[src/rtl/port_ovr_pkg.sv]
/*
 Package for the port override block: register offsets, reset values,
 pin positions and bus carriers.
 Assumes a single 250 MHz clock and an AXI4-Lite register bus.
*/
package port_ovr_pkg;
   // ------------------------------------------------------------------
   // Register map (byte addresses)
   // ------------------------------------------------------------------
   localparam logic [7:0] ADDR_PA_OUT = 8'h00;
   localparam logic [7:0] ADDR_PA_DIR = 8'h04;
   localparam logic [7:0] ADDR_PA_PIN = 8'h08;
   localparam logic [7:0] ADDR_PB_OUT = 8'h0C;
   localparam logic [7:0] ADDR_PB_DIR = 8'h10;
   localparam logic [7:0] ADDR_PB_PIN = 8'h14;
   localparam logic [7:0] ADDR_PC_OUT = 8'h18;
   localparam logic [7:0] ADDR_PC_DIR = 8'h1C;
   localparam logic [7:0] ADDR_PD_OUT = 8'h20;
   localparam logic [7:0] ADDR_PD_DIR = 8'h24;
   localparam logic [7:0] ADDR_PE_OUT = 8'h28;
   localparam logic [7:0] ADDR_PE_DIR = 8'h2C;
   localparam logic [7:0] ADDR_CTRL = 8'h30;
   localparam logic [7:0] ADDR_PD_PIN = 8'h34;
   localparam logic [7:0] ADDR_PE_PIN = 8'h38;
   localparam logic [7:0] PORT_RESET = 8'h00;
   localparam logic [2:0] PE_RESET = 3'h0;
   localparam logic [1:0] RESP_OKAY = 2'h0;
   localparam logic [1:0] RESP_SLVERR = 2'h2;
   // Control register fields
   localparam int CTRL_PUD = 0;
   localparam int CTRL_XMEM = 1;
   localparam int CTRL_IRQ0 = 2;
   localparam int CTRL_IRQ1 = 3;
   localparam int CTRL_IRQ2 = 4;
   localparam int CTRL_W = 5;
   localparam logic [CTRL_W-1:0] CTRL_RESET = 5'h00;
   // Pin positions on Port D and Port E
   localparam int PD_RXD = 0;
   localparam int PD_TXD = 1;
   localparam int PD_IRQ0 = 2;
   localparam int PD_IRQ1 = 3;
   localparam int PD_XCK = 4;
   localparam int PD_TIMER1_COMPARE_A_OUT = 5;
   localparam int PD_WR = 6;
   localparam int PD_RD = 7;
   localparam int PE_CAP = 0;
   localparam int PE_ALE = 1;
   localparam int PE_TIMER1_COMPARE_B_OUT = 2;

   // ------------------------------------------------------------------
   // Carriers
   // ------------------------------------------------------------------
   typedef struct packed {
      logic pullupOvrEn;
      logic pullupOvrVal;
      logic dirOvrEn;
      logic dirOvrVal;
      logic valOvrEn;
      logic valOvrVal;
      logic inBufOvrEn;
      logic inBufOvrVal;
   } pin_ovr_s;

   typedef struct packed {
      logic receiverOn;
      logic transmitterOn;
      logic txData;
      logic timer1CompareAEn;
      logic timer1CompareAOut;
      logic timer1CompareBEn;
      logic timer1CompareBOut;
      logic serialClkOutEn;
      logic serialClkOut;
      logic memReadStrobe;
      logic memWriteStrobe;
      logic addrLatchStrobe;
   } periph_s;

   typedef struct packed {
      logic extIrqZero;
      logic extIrqOne;
      logic extIrqTwo;
      logic timer1CaptureIn;
      logic rxdIn;
      logic serialClkIn;
   } periph_in_s;
endpackage

[src/rtl/pin_override.sv]
/*
 One pin's override mux: register values, replaced by peripheral
 overrides where their enables stand.
 Assumes pin inputs are synchronous to the caller's clock.
*/
module pin_override (
   input wire logic outBit,
   input wire logic dirBit,
   input wire logic globalPullupDisable,
   input wire port_ovr_pkg::pin_ovr_s ovr,
   output logic pinOut,
   output logic pinOe,
   output logic pullupOn,
   output logic inBufOn
);
   import port_ovr_pkg::*;

   logic dirReg;
   logic pullReg;

   assign dirReg = dirBit;
   assign pullReg = ~dirBit & outBit & ~globalPullupDisable; // [RULE_16]
   // Override value wins whenever its enable is set
   assign pinOe = ovr.dirOvrEn ? ovr.dirOvrVal : dirReg; // [RULE_15]
   assign pinOut = ovr.valOvrEn ? ovr.valOvrVal : outBit; // [RULE_15]
   assign pullupOn = ovr.pullupOvrEn ? ovr.pullupOvrVal : pullReg; // [RULE_15]
   // Input buffer is on unless an override forces it
   assign inBufOn = ovr.inBufOvrEn ? ovr.inBufOvrVal : 1'b1;
endmodule

[src/rtl/port_alt_function_override.sv]
/*
 Port register file (Ports A..E) with alternate-function override for
 Port D and Port E, reached over AXI4-Lite.
 Assumes pins are synchronous to clk; peripherals sit outside.
*/
// Function
// RULE_01 - Receiver on forces PD0 to input
// RULE_02 - PD0 pull-up kept by data bit, disable
// RULE_03 - Memory enable: PD7/PD6 output read/write strobes
// RULE_04 - PD5 compare A, PD4 serial clock values
// RULE_05 - Transmitter on: PD1 output, data, no pull-up
// RULE_06 - Irq one/zero force PD3/PD2 input buffer
// RULE_07 - Software sets PE2 direction for compare B
// RULE_08 - PE2 value replaced by compare B
// RULE_09 - Memory enable: PE1 output address latch strobe
// RULE_10 - PE0 feeds irq two, capture; buffer forced
// RULE_11 - Ports A-C data registers, reset zero
// RULE_12 - Ports A-C direction registers, reset zero
// RULE_13 - Ports A, B pin input registers read-only
// RULE_14 - PE1 latch strobe is address latch enable
// RULE_15 - Override enable replaces register-derived attribute
// RULE_16 - Pull-up only input, data one, not disabled
module port_alt_function_override #(
   parameter int ADDR_W = 8,
   parameter int PORT_W = 8,
   parameter int PE_W = 3
) (
   input wire logic clk,
   input wire logic rst,
   input wire logic [ADDR_W-1:0] s_axi_awaddr,
   input wire logic s_axi_awvalid,
   output logic s_axi_awready,
   input wire logic [31:0] s_axi_wdata,
   input wire logic [3:0] s_axi_wstrb,
   input wire logic s_axi_wvalid,
   output logic s_axi_wready,
   output logic [1:0] s_axi_bresp,
   output logic s_axi_bvalid,
   input wire logic s_axi_bready,
   input wire logic [ADDR_W-1:0] s_axi_araddr,
   input wire logic s_axi_arvalid,
   output logic s_axi_arready,
   output logic [31:0] s_axi_rdata,
   output logic [1:0] s_axi_rresp,
   output logic s_axi_rvalid,
   input wire logic s_axi_rready,
   input wire logic [PORT_W-1:0] portAIn,
   output logic [PORT_W-1:0] portAOut,
   output logic [PORT_W-1:0] portAOe,
   input wire logic [PORT_W-1:0] portBIn,
   output logic [PORT_W-1:0] portBOut,
   output logic [PORT_W-1:0] portBOe,
   input wire logic [PORT_W-1:0] portCIn,
   output logic [PORT_W-1:0] portCOut,
   output logic [PORT_W-1:0] portCOe,
   input wire logic [PORT_W-1:0] portDIn,
   output logic [PORT_W-1:0] portDOut,
   output logic [PORT_W-1:0] portDOe,
   output logic [PORT_W-1:0] portDPullup,
   input wire logic [PE_W-1:0] portEIn,
   output logic [PE_W-1:0] portEOut,
   output logic [PE_W-1:0] portEOe,
   output logic [PE_W-1:0] portEPullup,
   input wire port_ovr_pkg::periph_s periph,
   output port_ovr_pkg::periph_in_s periphIn
);
   import port_ovr_pkg::*;

   // ------------------------------------------------------------------
   // State
   // ------------------------------------------------------------------
   typedef struct packed {
      logic [PORT_W-1:0] paOut;
      logic [PORT_W-1:0] paDir;
      logic [PORT_W-1:0] paPin;
      logic [PORT_W-1:0] pbOut;
      logic [PORT_W-1:0] pbDir;
      logic [PORT_W-1:0] pbPin;
      logic [PORT_W-1:0] pcOut;
      logic [PORT_W-1:0] pcDir;
      logic [PORT_W-1:0] pdOut;
      logic [PORT_W-1:0] pdDir;
      logic [PORT_W-1:0] pdPin;
      logic [PE_W-1:0] peOut;
      logic [PE_W-1:0] peDir;
      logic [PE_W-1:0] pePin;
      logic [CTRL_W-1:0] ctrl;
      logic awHeld;
      logic [ADDR_W-1:0] awAddr;
      logic wHeld;
      logic [31:0] wData;
      logic [3:0] wStrb;
      logic bValid;
      logic bErr;
      logic rValid;
      logic [31:0] rData;
      logic rErr;
   } state_s;

   state_s st_r;
   state_s st_nxt;

   logic pullupDisable;
   logic memEnable;
   pin_ovr_s pdOvr [PORT_W];
   pin_ovr_s peOvr [PE_W];
   logic [PORT_W-1:0] pdInBuf;
   logic [PE_W-1:0] peInBuf;
   logic [PORT_W-1:0] pdPinGated;
   logic [PE_W-1:0] pePinGated;
   logic wrFire;
   logic wrHit;
   logic [PORT_W-1:0] wrByte;
   logic [31:0] rdWord;
   logic rdHit;

   assign pullupDisable = st_r.ctrl[CTRL_PUD];
   assign memEnable = st_r.ctrl[CTRL_XMEM];

   // ------------------------------------------------------------------
   // Override tables for Port D and Port E
   // ------------------------------------------------------------------
   always_comb begin
      pdOvr = '{default: '0};
      peOvr = '{default: '0};
      pdOvr[PD_RD].pullupOvrEn = memEnable; // [RULE_03]
      pdOvr[PD_RD].dirOvrEn = memEnable;
      pdOvr[PD_RD].dirOvrVal = 1'b1;
      pdOvr[PD_RD].valOvrEn = memEnable;
      pdOvr[PD_RD].valOvrVal = periph.memReadStrobe;
      pdOvr[PD_WR].pullupOvrEn = memEnable; // [RULE_03]
      pdOvr[PD_WR].dirOvrEn = memEnable;
      pdOvr[PD_WR].dirOvrVal = 1'b1;
      pdOvr[PD_WR].valOvrEn = memEnable;
      pdOvr[PD_WR].valOvrVal = periph.memWriteStrobe;
      pdOvr[PD_TIMER1_COMPARE_A_OUT].valOvrEn = periph.timer1CompareAEn; // [RULE_04]
      pdOvr[PD_TIMER1_COMPARE_A_OUT].valOvrVal = periph.timer1CompareAOut;
      pdOvr[PD_XCK].valOvrEn = periph.serialClkOutEn; // [RULE_04]
      pdOvr[PD_XCK].valOvrVal = periph.serialClkOut;
      pdOvr[PD_IRQ1].inBufOvrEn = st_r.ctrl[CTRL_IRQ1]; // [RULE_06]
      pdOvr[PD_IRQ1].inBufOvrVal = 1'b1;
      pdOvr[PD_IRQ0].inBufOvrEn = st_r.ctrl[CTRL_IRQ0]; // [RULE_06]
      pdOvr[PD_IRQ0].inBufOvrVal = 1'b1;
      pdOvr[PD_TXD].pullupOvrEn = periph.transmitterOn; // [RULE_05]
      pdOvr[PD_TXD].dirOvrEn = periph.transmitterOn;
      pdOvr[PD_TXD].dirOvrVal = 1'b1;
      pdOvr[PD_TXD].valOvrEn = periph.transmitterOn;
      pdOvr[PD_TXD].valOvrVal = periph.txData;
      // Receiver forces input but leaves the pull-up to software
      pdOvr[PD_RXD].dirOvrEn = periph.receiverOn; // [RULE_01]
      pdOvr[PD_RXD].pullupOvrEn = periph.receiverOn; // [RULE_02]
      pdOvr[PD_RXD].pullupOvrVal =
         st_r.pdOut[PD_RXD] & ~pullupDisable; // [RULE_02]
      // Compare B only reaches the pin once software set its direction
      peOvr[PE_TIMER1_COMPARE_B_OUT].valOvrEn = periph.timer1CompareBEn; // [RULE_08]
      peOvr[PE_TIMER1_COMPARE_B_OUT].valOvrVal = periph.timer1CompareBOut;
      peOvr[PE_ALE].pullupOvrEn = memEnable; // [RULE_09]
      peOvr[PE_ALE].dirOvrEn = memEnable;
      peOvr[PE_ALE].dirOvrVal = 1'b1;
      peOvr[PE_ALE].valOvrEn = memEnable;
      peOvr[PE_ALE].valOvrVal = periph.addrLatchStrobe; // [RULE_14]
      peOvr[PE_CAP].inBufOvrEn = st_r.ctrl[CTRL_IRQ2]; // [RULE_10]
      peOvr[PE_CAP].inBufOvrVal = 1'b1;
   end

   // ------------------------------------------------------------------
   // Pin muxes
   // ------------------------------------------------------------------
   for (genvar g = 0; g < PORT_W; g++) begin : g_pd
      pin_override u_pd (
         .outBit(st_r.pdOut[g]),
         .dirBit(st_r.pdDir[g]),
         .globalPullupDisable(pullupDisable),
         .ovr(pdOvr[g]),
         .pinOut(portDOut[g]),
         .pinOe(portDOe[g]),
         .pullupOn(portDPullup[g]),
         .inBufOn(pdInBuf[g])
      );
   end
   for (genvar g = 0; g < PE_W; g++) begin : g_pe
      pin_override u_pe (
         .outBit(st_r.peOut[g]),
         .dirBit(st_r.peDir[g]),
         .globalPullupDisable(pullupDisable),
         .ovr(peOvr[g]),
         .pinOut(portEOut[g]),
         .pinOe(portEOe[g]),
         .pullupOn(portEPullup[g]),
         .inBufOn(peInBuf[g])
      );
   end

   assign portAOut = st_r.paOut;
   assign portAOe = st_r.paDir;
   assign portBOut = st_r.pbOut;
   assign portBOe = st_r.pbDir;
   assign portCOut = st_r.pcOut;
   assign portCOe = st_r.pcDir;

   // Buffer off reads as low, so pins feeding peripherals see zero
   assign pdPinGated = portDIn & pdInBuf;
   assign pePinGated = portEIn & peInBuf;

   // Input routing from registered pin samples
   always_comb begin
      periphIn.extIrqZero = st_r.pdPin[PD_IRQ0]; // [RULE_06]
      periphIn.extIrqOne = st_r.pdPin[PD_IRQ1]; // [RULE_06]
      periphIn.extIrqTwo = st_r.pePin[PE_CAP]; // [RULE_10]
      periphIn.timer1CaptureIn = st_r.pePin[PE_CAP]; // [RULE_10]
      periphIn.rxdIn = st_r.pdPin[PD_RXD];
      periphIn.serialClkIn = st_r.pdPin[PD_XCK];
   end

   // ------------------------------------------------------------------
   // Register read decode
   // ------------------------------------------------------------------
   always_comb begin
      rdWord = '0;
      rdHit = 1'b1;
      unique case (s_axi_araddr)
         ADDR_PA_OUT: rdWord[PORT_W-1:0] = st_r.paOut;
         ADDR_PA_DIR: rdWord[PORT_W-1:0] = st_r.paDir;
         ADDR_PA_PIN: rdWord[PORT_W-1:0] = st_r.paPin; // [RULE_13]
         ADDR_PB_OUT: rdWord[PORT_W-1:0] = st_r.pbOut;
         ADDR_PB_DIR: rdWord[PORT_W-1:0] = st_r.pbDir;
         ADDR_PB_PIN: rdWord[PORT_W-1:0] = st_r.pbPin; // [RULE_13]
         ADDR_PC_OUT: rdWord[PORT_W-1:0] = st_r.pcOut;
         ADDR_PC_DIR: rdWord[PORT_W-1:0] = st_r.pcDir;
         ADDR_PD_OUT: rdWord[PORT_W-1:0] = st_r.pdOut;
         ADDR_PD_DIR: rdWord[PORT_W-1:0] = st_r.pdDir;
         ADDR_PD_PIN: rdWord[PORT_W-1:0] = st_r.pdPin;
         ADDR_PE_OUT: rdWord[PE_W-1:0] = st_r.peOut;
         ADDR_PE_DIR: rdWord[PE_W-1:0] = st_r.peDir;
         ADDR_PE_PIN: rdWord[PE_W-1:0] = st_r.pePin;
         ADDR_CTRL: rdWord[CTRL_W-1:0] = st_r.ctrl;
         default: rdHit = 1'b0;
      endcase
   end

   assign wrFire = st_r.awHeld & st_r.wHeld & ~st_r.bValid;
   assign wrHit = st_r.wStrb[0];
   assign wrByte = st_r.wData[PORT_W-1:0];

   // ------------------------------------------------------------------
   // Next state
   // ------------------------------------------------------------------
   always_comb begin
      st_nxt = st_r;
      st_nxt.paPin = portAIn;
      st_nxt.pbPin = portBIn;
      st_nxt.pdPin = pdPinGated;
      st_nxt.pePin = pePinGated;
      if (s_axi_awvalid && s_axi_awready) begin
         st_nxt.awHeld = 1'b1;
         st_nxt.awAddr = s_axi_awaddr;
      end
      if (s_axi_wvalid && s_axi_wready) begin
         st_nxt.wHeld = 1'b1;
         st_nxt.wData = s_axi_wdata;
         st_nxt.wStrb = s_axi_wstrb;
      end
      if (wrFire) begin
         st_nxt.awHeld = 1'b0;
         st_nxt.wHeld = 1'b0;
         st_nxt.bValid = 1'b1;
         st_nxt.bErr = 1'b0;
         // Only lane 0 holds data; other lanes are ignored
         unique case (st_r.awAddr)
            ADDR_PA_OUT: if (wrHit) st_nxt.paOut = wrByte; // [RULE_11]
            ADDR_PA_DIR: if (wrHit) st_nxt.paDir = wrByte; // [RULE_12]
            ADDR_PB_OUT: if (wrHit) st_nxt.pbOut = wrByte; // [RULE_11]
            ADDR_PB_DIR: if (wrHit) st_nxt.pbDir = wrByte; // [RULE_12]
            ADDR_PC_OUT: if (wrHit) st_nxt.pcOut = wrByte; // [RULE_11]
            ADDR_PC_DIR: if (wrHit) st_nxt.pcDir = wrByte; // [RULE_12]
            ADDR_PD_OUT: if (wrHit) st_nxt.pdOut = wrByte;
            ADDR_PD_DIR: if (wrHit) st_nxt.pdDir = wrByte;
            ADDR_PE_OUT: if (wrHit) st_nxt.peOut = st_r.wData[PE_W-1:0];
            ADDR_PE_DIR: if (wrHit) st_nxt.peDir = st_r.wData[PE_W-1:0];
            ADDR_CTRL: if (wrHit) st_nxt.ctrl = st_r.wData[CTRL_W-1:0];
            ADDR_PA_PIN, ADDR_PB_PIN, ADDR_PD_PIN, ADDR_PE_PIN: ;
            default: st_nxt.bErr = 1'b1;
         endcase
      end
      if (st_r.bValid && s_axi_bready) begin
         st_nxt.bValid = 1'b0;
      end
      if (s_axi_arvalid && s_axi_arready) begin
         st_nxt.rValid = 1'b1;
         st_nxt.rData = rdWord;
         st_nxt.rErr = ~rdHit;
      end else if (st_r.rValid && s_axi_rready) begin
         st_nxt.rValid = 1'b0;
      end
   end

   always_ff @(posedge clk or posedge rst) begin
      if (rst) begin
         st_r <= '0;
         st_r.paOut <= PORT_RESET;
         st_r.paDir <= PORT_RESET;
         st_r.pbOut <= PORT_RESET;
         st_r.pbDir <= PORT_RESET;
         st_r.pcOut <= PORT_RESET;
         st_r.pcDir <= PORT_RESET;
         st_r.pdOut <= PORT_RESET;
         st_r.pdDir <= PORT_RESET;
         st_r.peOut <= PE_RESET;
         st_r.peDir <= PE_RESET;
         st_r.ctrl <= CTRL_RESET;
      end else begin
         st_r <= st_nxt;
      end
   end

   assign s_axi_awready = ~st_r.awHeld;
   assign s_axi_wready = ~st_r.wHeld;
   assign s_axi_bvalid = st_r.bValid;
   assign s_axi_bresp = st_r.bErr ? RESP_SLVERR : RESP_OKAY;
   assign s_axi_arready = ~st_r.rValid;
   assign s_axi_rvalid = st_r.rValid;
   assign s_axi_rdata = st_r.rData;
   assign s_axi_rresp = st_r.rErr ? RESP_SLVERR : RESP_OKAY;

   // ------------------------------------------------------------------
   // Checks
   // ------------------------------------------------------------------
   chk_rx_input: assert property (@(posedge clk) // [RULE_01]
      disable iff (rst) periph.receiverOn |-> !portDOe[PD_RXD])
      else $error("PD0 driven while receiver on");
   chk_rx_pullup: assert property (@(posedge clk) // [RULE_02]
      disable iff (rst) periph.receiverOn |->
      portDPullup[PD_RXD] == (st_r.pdOut[PD_RXD] & ~pullupDisable))
      else $error("PD0 pull-up wrong under receiver");
   chk_mem_strobes: assert property (@(posedge clk) // [RULE_03]
      disable iff (rst) memEnable |-> portDOe[PD_RD] && portDOe[PD_WR] &&
      !portDPullup[PD_RD] && portDOut[PD_RD] == periph.memReadStrobe &&
      portDOut[PD_WR] == periph.memWriteStrobe)
      else $error("Memory strobes not on PD7/PD6");
   chk_cmp_a: assert property (@(posedge clk) // [RULE_04]
      disable iff (rst) periph.timer1CompareAEn |-> portDOut[PD_TIMER1_COMPARE_A_OUT] ==
      periph.timer1CompareAOut && portDOe[PD_TIMER1_COMPARE_A_OUT] == st_r.pdDir[PD_TIMER1_COMPARE_A_OUT])
      else $error("PD5 compare A wrong");
   chk_tx_pin: assert property (@(posedge clk) // [RULE_05]
      disable iff (rst) periph.transmitterOn |-> portDOe[PD_TXD] &&
      !portDPullup[PD_TXD] && portDOut[PD_TXD] == periph.txData)
      else $error("PD1 not carrying transmit data");
   chk_irq_route: assert property (@(posedge clk) // [RULE_06]
      disable iff (rst) st_r.ctrl[CTRL_IRQ0] |=>
      periphIn.extIrqZero == $past(portDIn[PD_IRQ0]))
      else $error("PD2 not routed to irq zero");
   chk_cmp_b: assert property (@(posedge clk) // [RULE_08]
      disable iff (rst) periph.timer1CompareBEn |->
      portEOut[PE_TIMER1_COMPARE_B_OUT] == periph.timer1CompareBOut)
      else $error("PE2 compare B wrong");
   chk_ale_pin: assert property (@(posedge clk) // [RULE_09]
      disable iff (rst) memEnable |-> portEOe[PE_ALE] &&
      !portEPullup[PE_ALE] && portEOut[PE_ALE] == periph.addrLatchStrobe)
      else $error("PE1 not carrying latch strobe");
   chk_cap_route: assert property (@(posedge clk) // [RULE_10]
      disable iff (rst) st_r.ctrl[CTRL_IRQ2] |=>
      periphIn.timer1CaptureIn == $past(portEIn[PE_CAP]) &&
      periphIn.extIrqTwo == periphIn.timer1CaptureIn)
      else $error("PE0 not routed");
   chk_pullup_reg: assert property (@(posedge clk) // [RULE_16]
      disable iff (rst) !periph.receiverOn && !periph.transmitterOn |->
      portDPullup[PD_TXD] == (~st_r.pdDir[PD_TXD] & st_r.pdOut[PD_TXD] &
      ~pullupDisable))
      else $error("Register pull-up wrong");
endmodule

[config.mk]
export PLATFORM = sky130hd
export DESIGN_NAME = port_alt_function_override
export DESIGN_NICKNAME = d
export VERILOG_FILES = /design/src/rtl/port_ovr_pkg.sv /design/src/rtl/pin_override.sv /design/src/rtl/port_alt_function_override.sv
export SDC_FILE = /design/constraint.sdc
export NUM_CORES = 1
export LEC_CHECK = 0
export ABC_AREA = 1
export BUFFER_PORTS_ARGS = -buffer_cell sky130_fd_sc_hd__buf_2
export CAP_MARGIN = 20
export CORE_ASPECT_RATIO = 0.8
export CORE_MARGIN = 5
export CORE_UTILIZATION = 43
export CTS_BUF_LIST = sky130_fd_sc_hd__clkbuf_4
export CTS_CLUSTER_DIAMETER = 80
export DETAILED_ROUTE_END_ITERATION = 10
export PLACE_DENSITY = 0.7
export SYNTH_ARGS = -nofsm -noshare
export SYNTH_HDL_FRONTEND = slang
export SYNTH_HIERARCHICAL = 1
export SYNTH_SLANG_ARGS = --single-unit
[constraint.sdc]
create_clock -name clk -period 5.3 [get_ports clk]
set_input_delay 0 -clock clk [delete_from_list [all_inputs] [get_ports clk]]
set_output_delay 0 -clock clk [all_outputs]
set_load 0.005 [all_outputs]
==> results of run 1 <==
## logic make-up (layout without fill, tap and decap cells)
group,Yosys count,after routing
flip-flops,133,133
AO/OA/AOI/OAI,122,122
AND/OR/NAND/NOR,458,458
buffers and inverters,195,340
multiplexers,5,5
other,2,103
## worst max-delay path: stages (launching register included)
cell and delay [ns]:
dfrtp_1 0.40, inv_1 0.07, nand3_1 0.12, inv_2 0.13, nand2_1 0.13, inv_2 0.19, nand3_1 0.37, nand2_1 0.16
o21ai_0 0.10
## worst max-delay path by stage
stage                              from                          to  slack, ns
2_1_floorplan                       rst       memEnable$_DFFE_PP0P_       1.75
3_3_place_gp            s_axi_araddr[0]  s_axi_rdata[1]$_DFFE_PP0P_       3.35
3_5_place_dp            s_axi_araddr[0]  s_axi_rdata[1]$_DFFE_PP0P_       3.31
4_1_cts            st_r[74]$_DFFE_PP0P_       pdOvr[33]$_DFFE_PP0P_       3.50
5_1_grt        s_axi_bvalid$_DFFE_PP0P_     portAOut[5]$_DFFE_PP0P_       3.30
6_report       s_axi_bvalid$_DFFE_PP0P_       pdOvr[33]$_DFFE_PP0P_       3.47
## cell usage in the layout (no fill, tap or decap), drive strengths merged
cell type	count
clkbuf	18
inv	82
nor3	7
buf	176
nand3	85
o21ai	107
diode	1
nand4	2
conb	102
mux2	5
nand2	277
clkinvlp	2
dlygate4sd3	51
o211ai	1
dfrtp	133
bufinv	2
clkinv	9
nor4	1
nor2	86
a21oi	12
o2111ai	1
a41oi	1
## per-layer routing
layer / vias up / part of all wire, % / track usage (%)
met3: 28 / 8.2 / 6.287
met5: - / 0 / 0
met4: 0 / 2.0 / 5.553
met1: 2867 / 46 / 29.95
met2: 222 / 44 / 31.11
li1: 3195 / - / -
## power breakdown
group	internal, mW	switching [mW]	total, mW
Clock	0.272	0.362	0.635
Combinational	0.229	0.448	0.677
Sequential	1.18	0.125	1.30
## cells in the mapped netlist
library cell	n	share of area, %
buf_2	17	1.2
o211ai_1	1	0.11
nor3_1	2	0.14
nand2_1	275	15
nor4_4	1	0.30
nor3_2	5	0.71
nand2_2	2	0.18
conb_1	2	0.11
nor2_2	5	0.44
nand4_1	2	0.18
inv_1	77	4.1
clkbuf_1	5	0.27
a41oi_1	1	0.12
nand3_1	79	5.6
buf_4	90	9.6
inv_2	5	0.27
o21ai_1	57	4.1
dfrtp_1	133	47
nand3_2	6	0.85
o2111ai_1	1	0.12
mux2_2	5	0.80
nor2_1	81	4.3
a21oi_1	12	0.85
o21ai_0	50	3.6
buf_1	1	0.053
## state kept, by name (all words and copies together) (netlist names)
signal,cells
memEnable,1
portAOe,8
portCOut,8
portBOut,8
portBOe,8
periphIn,5
pullupDisable,1
portCOe,8
st_r,65
s_axi_bvalid,1
portAOut,8
s_axi_rdata,8
peOvr,1
pdOvr,2
s_axi_rvalid,1
## cell type report
cell class | instances | share of cell area [%]
flip-flops and latches | 133 | 38.92
diodes | 1 | 0.02926
clock buffers | 18 | 1.580
inverters | 82 | 3.628
repair buffers | 227 | 16.39
well taps | 215 | 3.146
multi-input cells | 687 | 34.95
clock inverters | 13 | 1.361
## through the flow
step / setup WS, ns / power, mW / hold slack, ns / instances
floorplan: 1.746 / 1.750 / 0.03143 / 1015
global placement: 3.347 / 1.942 / 0.1095 / 1292
detailed placement: 3.315 / 1.960 / 0.1096 / 1292
CTS: 3.502 / 2.619 / 0.04170 / 1374
global route: 3.304 / 2.787 / 0.06227 / 1376
finish: 3.469 / 2.612 / 0.07815 / 1376
==> flow_summary.yaml, run 1 <==
setup_path:
  worstReg2RegEnd: "pdOvr[33]$_DFFE_PP0P_"
  worst_r2r_path_depth: 8
  worstPathRequired_ns: 5.68
  cp.arrival_ns: 2.21
  cp-end-kind: "flip-flop"
  crit_path_start_kind: "flip-flop"
  rrSetupSlack_ns: 3.47
  r2r-start: "s_axi_bvalid$_DFFE_PP0P_"
  worst-path-max-fanout: 10
  crit_type: "reg2reg"
grt:
  grt_pass1_wl_um: 31910
  grt_max_degree: 70
  grt_pass1_vias: 5858
  grt_util_all_layers_pct: 20.95
  grt_antenna_before_repair: 1
  grt_overflow: 0
final_layout:
  multi_input_area_mm2: 0.002989
  fin_nets: 1254
  syn_to_final_growth_pct: 21.60
  register_area_mm2: 0.003328
  design_area_mm2: 0.008552
  fin_util_pct: 53.78
  layout-drive-gt1-share_pct: 20.17
  fill_cells: 1554
synthesis:
  ys_types: 25
  synthesis.area_mm2: 0.007033
  synth-xor-area-share_pct: 0
  postSynthCellCount: 915
  synth_mux_area_share_pct: 0.8006
  synth_warnings: 6
  synth_top_family_by_area: "simple AND/OR/NAND/NOR gates"
  synthAdderAreaFrac_pct: 0
  avgSynthCellArea_um2: 7.686
  synth_seq_cells: 133
  yosys.area_share.simple_pct: 27.43
  synth-compound-area-share_pct: 8.824
  ys_seq_area_share_pct: 47.32
floorplan:
  die_y_um: 124.4
  core_mm2: 0.01590
  dieArea_mm2: 0.01903
  die_w_um: 153.0
  num_rows: 41
  ios: 234
  start_util_pct: 44.23
timing:
  hold_viol_final: 0
  max_freq_mhz: 546.0
  worst_slew_margin_rel_pct: 42.16
  fin_crit_ns: 1.831
  setup_viol: 0
  rsz0062_at_grt: "no"
  setup_tns_ns: 0
  slew_violations: 0
  fin_crit_sh_pct: 34.55
  worstMarginPinSlew_ns: 0.8676
  worst_clock_skew_ns: 0.02628
cts:
  cts_resized: 0
  root_buffer: "clkbuf_4"
  cts_max_level: 4
  clk_latency_ns: 0.53
  numCtsBuffers: 17
  cts_tree: "done"
  clk_pin_slew_ns: 0.11
  cts.path.max_buffers: 2
  ctsHoldBuffers: 51
  clock_sinks: 133
  cts_setup_buffers: 0
power:
  power.leakage_nw: 4.652
  p_per_area_mw_per_mm2: 305.5
  vdd_drop_max_mv: 0.3010
place:
  place.gp.congestion: 0.9365
  dp_hpwl_um: 14360
  placed_area_mm2: 0.007780
  portBuffers: 172
min_path:
  min_from: "s_axi_araddr[4]"
  worstHoldEndpoint: "st_r[0]$_DFFE_PP0P_"
  holdPathStages: 4
  hold_class: "in2reg"
detailed_routing:
  drt_iter0_markers: 559
  drc_errors: 0
  wirelength_um: 20040
  wire_per_inst_um: 14.57
  vias_per_cell: 4.587
  first_pass_iters: 6
  final_antenna_net_count: 0
  vias: 6312
job:
  maxCapViolCount: 0
outcome:
  status: "finished, final reports clean"
No activity file was read; power rests on OpenSTA's default activity.
==> run 2: changes to the inputs <==
ABC_AREA = 0   (was 1)
clock period = 1.8 ns   (was 5.3 ns; I/O delays follow)
==> run 2 against run 1 <==
Die area grew 0.89%. Register-to-register slack lost 3.5 ns. Via count shrank 13%. Sequential share of layout area shrank 3.0 points. Largest power group unchanged. The flow now finishes with violations (setup timing). Synthesized area grew 0.96%. Final area grew 8.4%.
==> flow_summary.yaml, run 2 <==
outcome:
  status: "complete, but fails checks"
  violations: "setup timing"
timing:
  rsz0062_at_grt: "yes"
  worstMarginPinSlew_ns: 0.7342
  setup_ws_ns: -0.07683
  holdWs_ns: 0.03891
  worst_clock_skew_ns: 0.01913
  hold_viol_final: 0
  setup_tns_ns: -0.7855
  slew_violations: 0
  worst_slew_margin_rel_pct: 51.05
  max_freq_mhz: 532.8
  fin_crit_sh_pct: 104.3
  setup_viol: 28
  fin_crit_ns: 1.877
floorplan:
  core_mm2: 0.01640
  die_y_um: 124.9
  die_w_um: 153.7
  dieArea_mm2: 0.01920
  start_util_pct: 43.31
  ios: 234
  num_rows: 42
detailed_routing:
  drc_errors: 0
  final_antenna_net_count: 0
  drt_iter0_markers: 424
  vias_per_cell: 4.857
  vias: 5517
  wirelength_um: 19890
  wire_per_inst_um: 17.51
  first_pass_iters: 5
synthesis:
  synth_warnings: 6
  synth_seq_cells: 133
  ys.flop_type: "dfrtp_1"
  synth_most_common_cell: "dfrtp_1"
  avgSynthCellArea_um2: 11.49
  postSynthCellCount: 618
  synth_commonest_cells: "133 x dfrtp_1, 110 x mux2_2, 90 x buf_4"
  ys_types: 48
  synth_area_leaders: "dfrtp_1 47%, mux2_2 17%, buf_4 9.5%"
  synth_edf_count: 0
  ys_seq_area_share_pct: 46.87
  synthArstFlopShare_pct: 100.0
  synthesis.area_mm2: 0.007101
  synth_top_area_share_pct: 46.87
  yosys.area.top_type: "dfrtp_1"
setup_path:
  worstPathRequired_ns: 2.25
  critPathSlowestCell: "dfrtp_1"
  crit_family: "simple AND/OR/NAND/NOR gates"
  cp.arrival_ns: 2.33
  path_cells: "nand3b_1 > nor4b_4 > nor3b_4 > and3_4 > mux2_2"
  rrSetupSlack_ns: -0.08
  slowest_delay_ns: 0.40
  worst-path-max-fanout: 5
  path_buf_inv: 0
  crit_type: "reg2reg"
  worstReg2RegEnd: "peOvr[17]$_DFFE_PP0P_"
  crit_path_start_kind: "flip-flop"
  worst_r2r_path_depth: 5
  cp-end-kind: "flip-flop"
  r2r-start: "s_axi_bvalid$_DFFE_PP0P_"
final_layout:
  regMostFlops: "st_r"
  syn_to_final_growth_pct: 30.54
  final_common_cell: "buf_2"
  fin_nets: 1008
  fill_cells: 1446
  final_cell_mix: "172 x buf_2, 133 x dfrtp_1, 97 x mux2_2, 96 x conb_1, 53 x dlygate4sd3_1"
  design_area_mm2: 0.009269
  largest_reg_flops: 65
  fin_cells: 1136
  layout-drive-gt1-share_pct: 43.83
grt:
  grt_util_all_layers_pct: 20.68
  grt_pass1_wl_um: 30710
  grt_overflow: 0
  grt_pass1_vias: 5362
  grt_max_degree: 134
  grt_antenna_before_repair: 1
cts:
  root_buffer: "clkbuf_4"
  cts.path.max_buffers: 2
  clk_latency_ns: 0.56
  numCtsBuffers: 17
  clk_pin_slew_ns: 0.13
  cts_tree: "done"
  cts_max_level: 4
  clock_sinks: 133
min_path:
  hold_class: "in2reg"
  holdPathStages: 4
  worstHoldEndpoint: "s_axi_rdata[2]$_DFFE_PP0P_"
  min_from: "s_axi_araddr[4]"
power:
  p_per_area_mw_per_mm2: 923.8
  vdd_drop_max_mv: 0.5012
  power.leakage_nw: 4.704
place:
  dp_cells: 1047
  place.gp.congestion: 0.9006
  place_ws_ns: -0.1119
  dp_hpwl_um: 14770
  portBuffers: 172
  placed_area_mm2: 0.008285
job:
  maxCapViolCount: 0
run 2: changes by cell type after synthesis, moves of 18 or more:
cell     delta
nand2_1   -230
mux2_2    +105
nand3_1    -76
nor2_1     -61
inv_1      -59
o21ai_1    -57
o21ai_0    -26
mux2i_1    +18
run 2: stage by stage:
step	util, %	total power [mW]
3_3_place_gp	50.53	6.235
2_1_floorplan	-	5.440
5_1_grt	56.53	9.058
4_1_cts	55.71	8.482
3_5_place_dp	50.53	6.299
6_report	56.53	8.562
run 2: how the worst max path moves through the flow:
| stage | cells after the start | end | slack [ns] | startpoint |
|---|---|---|---|---|
| after CTS | 5 | memEnable$_DFFE_PP0P_ | -0.06 | s_axi_bvalid$_DFFE_PP0P_ |
| after detailed placement | 5 | pullupDisable$_DFFE_PP0P_ | -0.11 | s_axi_bvalid$_DFFE_PP0P_ |
| final | 5 | peOvr[17]$_DFFE_PP0P_ | -0.08 | s_axi_bvalid$_DFFE_PP0P_ |
| after floorplan | 6 | memEnable$_DFFE_PP0P_ | -0.11 | s_axi_bvalid$_DFFE_PP0P_ |
| after global routing | 5 | peOvr[17]$_DFFE_PP0P_ | -0.24 | s_axi_bvalid$_DFFE_PP0P_ |
| after global placement | 5 | memEnable$_DFFE_PP0P_ | -0.08 | s_axi_bvalid$_DFFE_PP0P_ |
run 2: kinds of logic after synthesis:
kind of cell,count (synthesis),synth area share [%]
muxes,133,21.57
and+or+nand+nor,138,10.54
DFF,133,46.87
AOI/OAI and AO/OA,81,9.093
other,2,0.1058
buffers and inverters,131,11.82
run 2: final cells by class:
| cell class | instances | area, µm² | share of cell area [%] |
|---|---|---|---|
| antenna | 1 | 2.502 | 0.02700 |
| clock buffer | 17 | 127.6 | 1.377 |
| clock inverter | 15 | 162.7 | 1.755 |
| inverter | 18 | 71.32 | 0.7694 |
| multi-input combinational | 448 | 3392 | 36.60 |
| sequential | 133 | 3328 | 35.91 |
| tap | 220 | 275.3 | 2.970 |
| timing repair buffer | 284 | 1909 | 20.60 |
run 2: timing repair:
item / in CTS / in global routing
pin swaps: 1 / 8
setup buffers: 0 / 4
gates resized for setup: 8 / 28
hold buffers: 53 / 0
setup endpoints to repair: 44 / 71
endpoints found under the hold margin: 190 / 0
run 2: report_power, final:
group	total, mW	switching [mW]	leakage (nW)	internal, mW
logic	2.26	0.980	2.81	1.28
clock network	2.09	1.14	0.154	0.944
registers	4.22	0.728	1.74	3.49
total	8.56	2.85	4.70	5.71
run 2: layer usage:
metal  share of wire (%)  routed length [µm]  vias to the layer above  GRT usage, %
met2                  45                8934                      207         30.88
met5                   0                   0                        -             0
li1                    -                   -                     2595             -
met3                 8.0                1589                       20         5.907
met1                  46                9172                     2695         30.00
met4                0.97                 193                        0         4.829
run 2: worst min-delay path: cells and delay by family:
kind	cells	cell delay, ns
AO/OA/AOI/OAI	2	0.22
buffers and inverters	2	0.35
